## src/design/cit_pkg.sv

```systemverilog
package cit_pkg;

    // longest instruction, in clocks
    localparam logic [3:0] MAX_CYCLES = 4'h8;
    localparam logic [3:0] MUL_CYCLES = 4'h4;
    localparam logic [3:0] XFER_CYCLES = 4'h3;
    localparam logic [3:0] TWO_CYCLES = 4'h2;
    localparam logic [3:0] ONE_CYCLE = 4'h1;
    localparam logic [3:0] FIRST_INDEX = 4'h0;
    localparam logic [1:0] ONE_BYTE = 2'h1;
    localparam logic [1:0] NO_BYTES = 2'h0;
    localparam logic [7:0] CLEAR_BYTE = 8'h00;

    // opcodes the checks single out
    localparam logic [7:0] OP_MUL = 8'hA4;
    localparam logic [7:0] OP_DIV = 8'h84;

    // decoded length and not-taken clock count of one opcode
    typedef struct packed {
        logic [1:0] len;
        logic [3:0] cyc;
        logic cond;
    } cit_time_s;

    // instruction currently in the sequencer
    typedef struct packed {
        logic [7:0] opcode;
        logic [7:0] operand1;
        logic [7:0] operand2;
        logic [1:0] len;
    } cit_instr_s;

    typedef enum logic [2:0] {
        CIT_OPCODE = 3'b001,
        CIT_OPERAND = 3'b010,
        CIT_HOLD = 3'b100
    } cit_state_e;

endpackage : cit_pkg

```

## src/design/cit_decode.sv

```systemverilog
`timescale 1ns/1ps
module cit_decode (
    input wire logic [7:0] opcode,
    output cit_pkg::cit_time_s timing
);

    function automatic cit_pkg::cit_time_s mk(input logic [1:0] l, input logic [3:0] c,
                                              input logic b);
        cit_pkg::cit_time_s r;
        r.len = l;
        r.cyc = c;
        r.cond = b;
        return r;
    endfunction : mk

    function automatic cit_pkg::cit_time_s lookup(input logic [7:0] op);
        logic [3:0] hi;
        logic [3:0] lo;
        cit_pkg::cit_time_s r;
        hi = op[7:4];
        lo = op[3:0];
        r = mk(2'h1, 4'h1, 1'b0);
        if (lo[3])
        begin
            // working_register_operand column
            case (hi)
                4'h7, 4'h8, 4'hA: r = mk(2'h2, 4'h2, 1'b0);
                4'hB: r = mk(2'h3, 4'h3, 1'b1);
                4'hD: r = mk(2'h2, 4'h2, 1'b1);
                default: r = mk(2'h1, 4'h1, 1'b0);
            endcase
        end
        else if (lo[3:1] == 3'b011)
        begin
            // register_indirect_operand column
            case (hi)
                4'h7, 4'h8, 4'hA: r = mk(2'h2, 4'h2, 1'b0);
                4'hB: r = mk(2'h3, 4'h4, 1'b1);
                default: r = mk(2'h1, 4'h2, 1'b0);
            endcase
        end
        else
        begin
            case (lo)
                4'h5:
                    case (hi)
                        4'h7, 4'h8: r = mk(2'h3, 4'h3, 1'b0);
                        4'hA: r = mk(2'h1, 4'h1, 1'b0);
                        4'hB, 4'hD: r = mk(2'h3, 4'h3, 1'b1);
                        default: r = mk(2'h2, 4'h2, 1'b0);
                    endcase
                4'h4:
                    case (hi)
                        4'h0, 4'h1, 4'hC, 4'hD, 4'hE, 4'hF: r = mk(2'h1, 4'h1, 1'b0);
                        4'h8: r = mk(2'h1, 4'h8, 1'b0);
                        4'hA: r = mk(2'h1, 4'h4, 1'b0);
                        4'hB: r = mk(2'h3, 4'h3, 1'b1);
                        default: r = mk(2'h2, 4'h2, 1'b0);
                    endcase
                4'h1: r = mk(2'h2, 4'h3, 1'b0);
                4'h0:
                    case (hi)
                        4'h0: r = mk(2'h1, 4'h1, 1'b0);
                        4'h1, 4'h2, 4'h3: r = mk(2'h3, 4'h3, 1'b1);
                        4'h4, 4'h5, 4'h6, 4'h7: r = mk(2'h2, 4'h2, 1'b1);
                        4'h8: r = mk(2'h2, 4'h3, 1'b0);
                        4'h9: r = mk(2'h3, 4'h3, 1'b0);
                        4'hE, 4'hF: r = mk(2'h1, 4'h3, 1'b0);
                        default: r = mk(2'h2, 4'h2, 1'b0);
                    endcase
                4'h2:
                    case (hi)
                        4'h0, 4'h1: r = mk(2'h3, 4'h4, 1'b0);
                        4'h2, 4'h3: r = mk(2'h1, 4'h5, 1'b0);
                        4'h4, 4'h5, 4'h6: r = mk(2'h2, 4'h2, 1'b0);
                        4'hE, 4'hF: r = mk(2'h1, 4'h3, 1'b0);
                        default: r = mk(2'h2, 4'h2, 1'b0);
                    endcase
                4'h3:
                    case (hi)
                        4'h4, 4'h5, 4'h6: r = mk(2'h3, 4'h3, 1'b0);
                        4'h7, 4'h8, 4'h9, 4'hE, 4'hF: r = mk(2'h1, 4'h3, 1'b0);
                        default: r = mk(2'h1, 4'h1, 1'b0);
                    endcase
                default: r = mk(2'h1, 4'h1, 1'b0);
            endcase
        end
        return r;
    endfunction : lookup

    assign timing = lookup(opcode);

endmodule : cit_decode

```

## src/design/cit_timing_core.sv

```systemverilog
`timescale 1ns/1ps
module cit_timing_core (
    input wire logic mclk,
    input wire logic reset,
    input wire logic code_valid,
    input wire logic [7:0] code_byte,
    output logic code_ready,
    input wire logic branch_taken,
    output logic busy,
    output cit_pkg::cit_instr_s cur_instr,
    output logic [3:0] cycle_index,
    output logic retire,
    output logic [3:0] retire_cycles,
    output logic retire_taken
);

    ////////////////////////////////////////////////////////////////////////////
    // decode and sequencing state

    cit_pkg::cit_time_s dec;
    cit_pkg::cit_time_s cur_t;
    cit_pkg::cit_time_s act_t;
    cit_pkg::cit_state_e state;
    cit_pkg::cit_state_e next_state;
    logic [3:0] idx;
    logic [1:0] bytes_left;
    logic accept;
    logic advance;
    logic base_last;
    logic extend;
    logic last;

    cit_decode u_decode (
        .opcode(code_byte),
        .timing(dec)
    );

    // opcode and operand bytes are pulled one per clock; the rest of the time the fetch stalls
    assign code_ready = (state == cit_pkg::CIT_OPCODE) || (state == cit_pkg::CIT_OPERAND);
    assign accept = code_valid && code_ready;
    assign busy = (state != cit_pkg::CIT_OPCODE);
    assign act_t = (state == cit_pkg::CIT_OPCODE) ? dec : cur_t;

    always_comb
    begin
        case (state)
            cit_pkg::CIT_OPCODE: advance = accept;
            cit_pkg::CIT_OPERAND: advance = code_valid;
            cit_pkg::CIT_HOLD: advance = 1'b1;
            default: advance = 1'b0;
        endcase
    end

    // branch outcome is only looked at in the last not-taken clock
    assign base_last = (idx == 4'(act_t.cyc - cit_pkg::ONE_CYCLE));
    assign extend = act_t.cond && branch_taken;
    assign last = advance && ((base_last && !extend) || (idx == act_t.cyc));

    always_comb
    begin
        next_state = state;
        case (state)
            cit_pkg::CIT_OPCODE:
            begin
                if (accept && !last)
                begin
                    next_state = (dec.len > cit_pkg::ONE_BYTE) ? cit_pkg::CIT_OPERAND
                                                                : cit_pkg::CIT_HOLD;
                end
            end
            cit_pkg::CIT_OPERAND:
            begin
                if (code_valid)
                begin
                    if (last)
                    begin
                        next_state = cit_pkg::CIT_OPCODE;
                    end
                    else if (bytes_left == cit_pkg::ONE_BYTE)
                    begin
                        next_state = cit_pkg::CIT_HOLD;
                    end
                end
            end
            cit_pkg::CIT_HOLD:
            begin
                if (last)
                begin
                    next_state = cit_pkg::CIT_OPCODE;
                end
            end
            default: next_state = cit_pkg::CIT_OPCODE;
        endcase
    end

    always_ff @(posedge mclk or posedge reset)
    begin
        if (reset)
        begin
            state <= cit_pkg::CIT_OPCODE;
        end
        else
        begin
            state <= next_state;
        end
    end

    ////////////////////////////////////////////////////////////////////////////
    // clock and byte counting

    always_ff @(posedge mclk or posedge reset)
    begin
        if (reset)
        begin
            idx <= cit_pkg::FIRST_INDEX;
        end
        else if (last)
        begin
            idx <= cit_pkg::FIRST_INDEX;
        end
        else if (advance)
        begin
            idx <= 4'(idx + cit_pkg::ONE_CYCLE);
        end
    end

    always_ff @(posedge mclk or posedge reset)
    begin
        if (reset)
        begin
            bytes_left <= cit_pkg::NO_BYTES;
        end
        else if (accept && state == cit_pkg::CIT_OPCODE)
        begin
            bytes_left <= 2'(dec.len - cit_pkg::ONE_BYTE);
        end
        else if (accept)
        begin
            bytes_left <= 2'(bytes_left - cit_pkg::ONE_BYTE);
        end
    end

    always_ff @(posedge mclk or posedge reset)
    begin
        if (reset)
        begin
            cur_t <= '0;
        end
        else if (accept && state == cit_pkg::CIT_OPCODE)
        begin
            cur_t <= dec;
        end
    end

    assign cycle_index = idx;

    ////////////////////////////////////////////////////////////////////////////
    // instruction bytes as seen by the datapath

    always_ff @(posedge mclk or posedge reset)
    begin
        if (reset)
        begin
            cur_instr <= '0;
        end
        else if (accept && state == cit_pkg::CIT_OPCODE)
        begin
            cur_instr.opcode <= code_byte;
            cur_instr.operand1 <= cit_pkg::CLEAR_BYTE;
            cur_instr.operand2 <= cit_pkg::CLEAR_BYTE;
            cur_instr.len <= dec.len;
        end
        else if (accept && idx == cit_pkg::ONE_CYCLE)
        begin
            cur_instr.operand1 <= code_byte;
        end
        else if (accept)
        begin
            cur_instr.operand2 <= code_byte;
        end
    end

    ////////////////////////////////////////////////////////////////////////////
    // completion report, one clock after the final clock of an instruction

    always_ff @(posedge mclk or posedge reset)
    begin
        if (reset)
        begin
            retire <= 1'b0;
            retire_cycles <= cit_pkg::FIRST_INDEX;
            retire_taken <= 1'b0;
        end
        else
        begin
            retire <= last;
            if (last)
            begin
                retire_cycles <= 4'(idx + cit_pkg::ONE_CYCLE);
                retire_taken <= (idx == act_t.cyc);
            end
        end
    end

    ////////////////////////////////////////////////////////////////////////////
    // checks

    function automatic logic is_single(input logic [7:0] op);
        logic [3:0] hi;
        logic hit;
        hi = op[7:4];
        hit = 1'b0;
        if (op[3] && !(hi inside {4'h7, 4'h8, 4'hA, 4'hB, 4'hD}))
        begin
            hit = 1'b1;
        end
        if (op inside {8'h04, 8'h14, 8'hC4, 8'hD4, 8'hE4, 8'hF4, 8'h03, 8'h13, 8'h23,
                       8'h33, 8'hA3, 8'hB3, 8'hC3, 8'hD3})
        begin
            hit = 1'b1;
        end
        return hit;
    endfunction : is_single

    function automatic logic is_indirect(input logic [7:0] op);
        return (op[3:1] == 3'b011) && !(op[7:4] inside {4'h7, 4'h8, 4'hA, 4'hB});
    endfunction : is_indirect

    function automatic logic is_three_clock(input logic [7:0] op);
        return op inside {8'hE0, 8'hE2, 8'hE3, 8'hF0, 8'hF2, 8'hF3, 8'h83, 8'h93};
    endfunction : is_three_clock

    function automatic logic is_byte_paced(input logic [7:0] op);
        logic [3:0] hi;
        logic [3:0] lo;
        logic hit;
        hi = op[7:4];
        lo = op[3:0];
        hit = 1'b0;
        if (lo == 4'h5 && !(hi inside {4'hA, 4'hB, 4'hD}))
        begin
            hit = 1'b1;
        end
        if (lo == 4'h4 && hi inside {4'h2, 4'h3, 4'h4, 4'h5, 4'h6, 4'h7, 4'h9})
        begin
            hit = 1'b1;
        end
        if ((lo[3] || lo[3:1] == 3'b011) && hi inside {4'h7, 4'h8, 4'hA})
        begin
            hit = 1'b1;
        end
        if (op inside {8'h42, 8'h52, 8'h62, 8'h43, 8'h53, 8'h63, 8'h72, 8'h82, 8'h92,
                       8'hA2, 8'hB2, 8'hC2, 8'hD2, 8'hA0, 8'hB0, 8'hC0, 8'hD0, 8'h90})
        begin
            hit = 1'b1;
        end
        return hit;
    endfunction : is_byte_paced
endmodule : cit_timing_core

```

## config.mk

```make
export PLATFORM = sky130hd
export DESIGN_NAME = cit_timing_core
export DESIGN_NICKNAME = d
export VERILOG_FILES = /design/src/design/cit_pkg.sv /design/src/design/cit_decode.sv /design/src/design/cit_timing_core.sv
export SDC_FILE = /design/constraint.sdc
export NUM_CORES = 1
export LEC_CHECK = 0
export BUFFER_PORTS_ARGS = -buffer_cell sky130_fd_sc_hd__buf_2
export CAP_MARGIN = 0
export CORE_ASPECT_RATIO = 0.6
export CORE_MARGIN = 10
export CORE_UTILIZATION = 55
export CTS_BUF_LIST = sky130_fd_sc_hd__clkbuf_8
export CTS_CLUSTER_DIAMETER = 50
export CTS_CLUSTER_SIZE = 28
export DETAILED_ROUTE_END_ITERATION = 7
export PLACE_DENSITY_LB_ADDON = 0.12
export RECOVER_POWER = 25
export SLEW_MARGIN = 20
export SYNTH_ARGS = -nofsm -noshare
export SYNTH_HDL_FRONTEND = slang
export SYNTH_SLANG_ARGS = --single-unit
```

## constraint.sdc

```tcl
create_clock -name mclk -period 4.8 [get_ports mclk]
set_clock_uncertainty 0.05 [all_clocks]
set_input_delay 0 -clock mclk [delete_from_list [all_inputs] [get_ports mclk]]
set_output_delay 0 -clock mclk [all_outputs]
set_load 0.02 [all_outputs]
```

==> flow_metrics.tcl <==
set metrics [dict create \
    grt-ovfl-total 0 \
    worstSetupStartpointType "register" \
    synthArstFlopShare 1.000 \
    cp_slowest_cell "dfstp_2" \
    cp.required_ns 4.94 \
    r2r_slack_ns 0.73 \
    ir_drop_mv 0.3677 \
    period_share 0.8473 \
    rows 20 \
    gp_congestion 0.9932 \
    die_w_um 114.2 \
    max_freq_mhz 245.9 \
    reg2reg_from "state[0]" \
    place_inst 409 \
    tightest_slew_ns 0.9866 \
    antenna_cells 0 \
    crit_path_end_kind "register" \
    clock_latency_ns 0.30 \
    layout.nets 375 \
    final_cell_mix "dfrtp_1, clkbuf_1, nand2_1" \
    cts-buffers-inserted 5 \
    initial_core_util 0.5740 \
    ys_types 61 \
    status "finished, final reports clean" \
    antenna_found_initial 0 \
    final_common_cell "dfrtp_1" \
    firstDrtPassIters 5 \
    post_cts_resized 0 \
    n_fill_cell 478 \
    seq_area_um2 1152 \
    syn_inst 319 \
    ys_warn_count 0 \
    synth-seq-area-share 0.3933 \
    stdcell_count 419 \
    coreArea_um2 5105 \
    cp-startpoint "state[0]" \
    min_period_ns 4.067 \
    clk_root_buffer_cell "clkbuf_8" \
    setup_viol 0 \
    final_layout_size_suffix_gt1_frac 0.1218 \
    cap_violations 0 \
    syn_area_um2 2930 \
    grt_pass1_wl_um 12560 \
    die_h_um 76.54 \
    yosys_register_bits 46 \
    grt_pass1_vias 2417 \
    rsz0062_at_grt "false" \
    cellPowerDensity_nw_per_um2 605.9 \
    arrival_ns 4.21 \
    maxSlewHeadroom 0.3372 \
    finalSetupTns_ns 0 \
    path_cells "nor3b_2 -> inv_1 -> a31oi_1 -> nor2_1 -> ha_1 -> xnor2_1 -> o21ai_0 -> a21oi_1 -> o311ai_0 -> a221o_1 -> nor4_4 -> o21ai_4 -> mux2_4" \
    post_cts_buffers 0 \
    clk_path_buf_depth 2 \
    clk_pin_slew_ns 0.09 \
    portBuffers 49 \
    area_delta_synth_final_pct 9.991 \
    wl_per_cell_um 18.16 \
    drtAntennaViolNets 0 \
    synth-main-ff-cell "dfrtp_1" \
    synth_edf_count 0 \
    pin_count 50 \
    dp_hpwl_um 5588 \
    drv_slew 0 \
    critPathMaxStageDelay_ns 0.58 \
    multiInputGateArea_um2 1598 \
    cts.sinks 46 \
    gr-usage-all-layers 0.1699 \
    via_count 2555 \
    dieArea_um2 8743 \
    hold_violations 0 \
    worstSetupPathType "register to register" \
    cp_max_fo 10 \
    first_iter_violations 310 \
    p_leak_uw 0.001440 \
    grt_max_degree 47 \
    syn_area_per_cell_um2 9.186 \
    wirelength_um 7608 \
    viasPerCell 6.098 \
    h-tree-depth 2 \
    drc 0 \
    hp-class "primary input to register" \
    synth_nets 342 \
    cts_tree "done" \
    min_from "code_byte[0]" \
]
[metrics by stage]
step / hold slack, ns / utilization / setup slack [ns] / cell area (um2) / total power [uW]
floorplan: 0.1390 / - / 1.151 / 2930 / 1455
global placement: 0.2217 / 0.6184 / 0.8701 / 3157 / 1710
detailed placement: 0.2304 / 0.6184 / 0.5539 / 3157 / 1741
CTS: 0.04490 / 0.6392 / 0.8226 / 3263 / 1984
global route: 0.07002 / 0.6314 / 0.5111 / 3223 / 2101
finish: 0.05528 / 0.6314 / 0.7328 / 3223 / 1953
[worst paths after layout]
kind,end,cells past startpoint
min in group asynchronous,state[2],3
max,retire_cycles[3],13
min reg2reg,cur_instr[21],2
min,cur_instr[2],3
max reg2reg,retire_cycles[3],13
max in group asynchronous,cur_instr[21],3
[cells by family (layout without fill, tap and decap cells)]
logic type | Yosys count | count (layout) | synth area share
xor+xnor | 9 | 9 | 0.02690
compound gates | 89 | 89 | 0.2208
buf+inv | 44 | 78 | 0.06319
fa+ha+maj | 11 | 11 | 0.04697
mux | 10 | 10 | 0.03886
flops | 46 | 46 | 0.3933
simple gates | 110 | 110 | 0.2101
[layer usage]
metal  vias to the layer above  global-route usage  routed length (um)
met4                         0             0.03616                  76
met3                         9             0.05110                 722
met2                       115              0.2256                3043
li1                       1218                   -                   -
met5                         -                   0                   0
met1                      1213              0.2573                3766
[synth_stat cells (all sizes together), types with 2 or more instances]
| cell type | n | area [um2] |
|---|---|---|
| dfrtp | 45 | 1126 |
| nand2 | 30 | 112.6 |
| a22o | 19 | 166.4 |
| o21ai | 19 | 106.4 |
| nor2 | 18 | 67.56 |
| inv | 17 | 63.81 |
| buf | 14 | 71.31 |
| a21oi | 13 | 65.06 |
| clkbuf | 13 | 50.04 |
| ha | 11 | 137.6 |
| nand3 | 9 | 45.04 |
| nor3 | 9 | 45.04 |
| nand2b | 7 | 43.79 |
| a31oi | 6 | 37.54 |
| xnor2 | 6 | 52.55 |
| a211oi | 5 | 50.05 |
| mux2 | 5 | 63.81 |
| mux2i | 5 | 50.05 |
| nand4b | 5 | 43.79 |
| nor2b | 5 | 31.28 |
| nor3b | 4 | 30.03 |
| nor4 | 4 | 40.04 |
| o21a | 4 | 30.03 |
| a21o | 3 | 22.52 |
| and2 | 3 | 18.77 |
| and4 | 3 | 28.78 |
| o31ai | 3 | 22.52 |
| xor2 | 3 | 26.28 |
| a21boi | 2 | 15.01 |
| a41oi | 2 | 17.52 |
| and3 | 2 | 12.51 |
| nand3b | 2 | 15.01 |
| nor4b | 2 | 23.77 |
| o41ai | 2 | 17.52 |
| or3 | 2 | 12.51 |
| or3b | 2 | 20.02 |
| or4 | 2 | 18.77 |
[registers in the layout (all words and copies together), names as in the netlist]
name	count
cur_instr	26
cur_t	5
cycle_index	4
retire_cycles	4
state	3
bytes_left	2
retire	1
retire_taken	1
[area by class of cell]
cell class	instances	share of cell area
Timing Repair Buffer	53	0.07453
Sequential cell	46	0.3575
Clock buffer	5	0.02135
Multi-Input combinational cell	229	0.4957
Clock inverter	3	0.005435
Inverter	17	0.01980
Tap cell	66	0.02562
[repair_timing]
item / in CTS / in global routing
endpoints found under the setup margin: 0 / 0
hold buffers: 2 / 0
hold endpoints to repair: 47 / 0
[where the power goes]
part | leakage [uW] | switching [uW] | internal (uW)
Clock | 0.0000493 | 137 | 101
Combinational | 0.000809 | 670 | 394
Sequential | 0.000582 | 119 | 533
Total | 0.00144 | 926 | 1030
[critical path, delay by kind of cell (launching register included)]
family                     cells  cell delay, ns
adders and majority gates      1            0.27
muxes                          1            0.33
and+or+nand+nor                3            1.02
DFF                            1            0.58
AOI/OAI and AO/OA              6            1.33
buffers and inverters          1            0.17
xor gates and xnor gates       1            0.22
No activity file was read; power rests on OpenSTA's default activity.
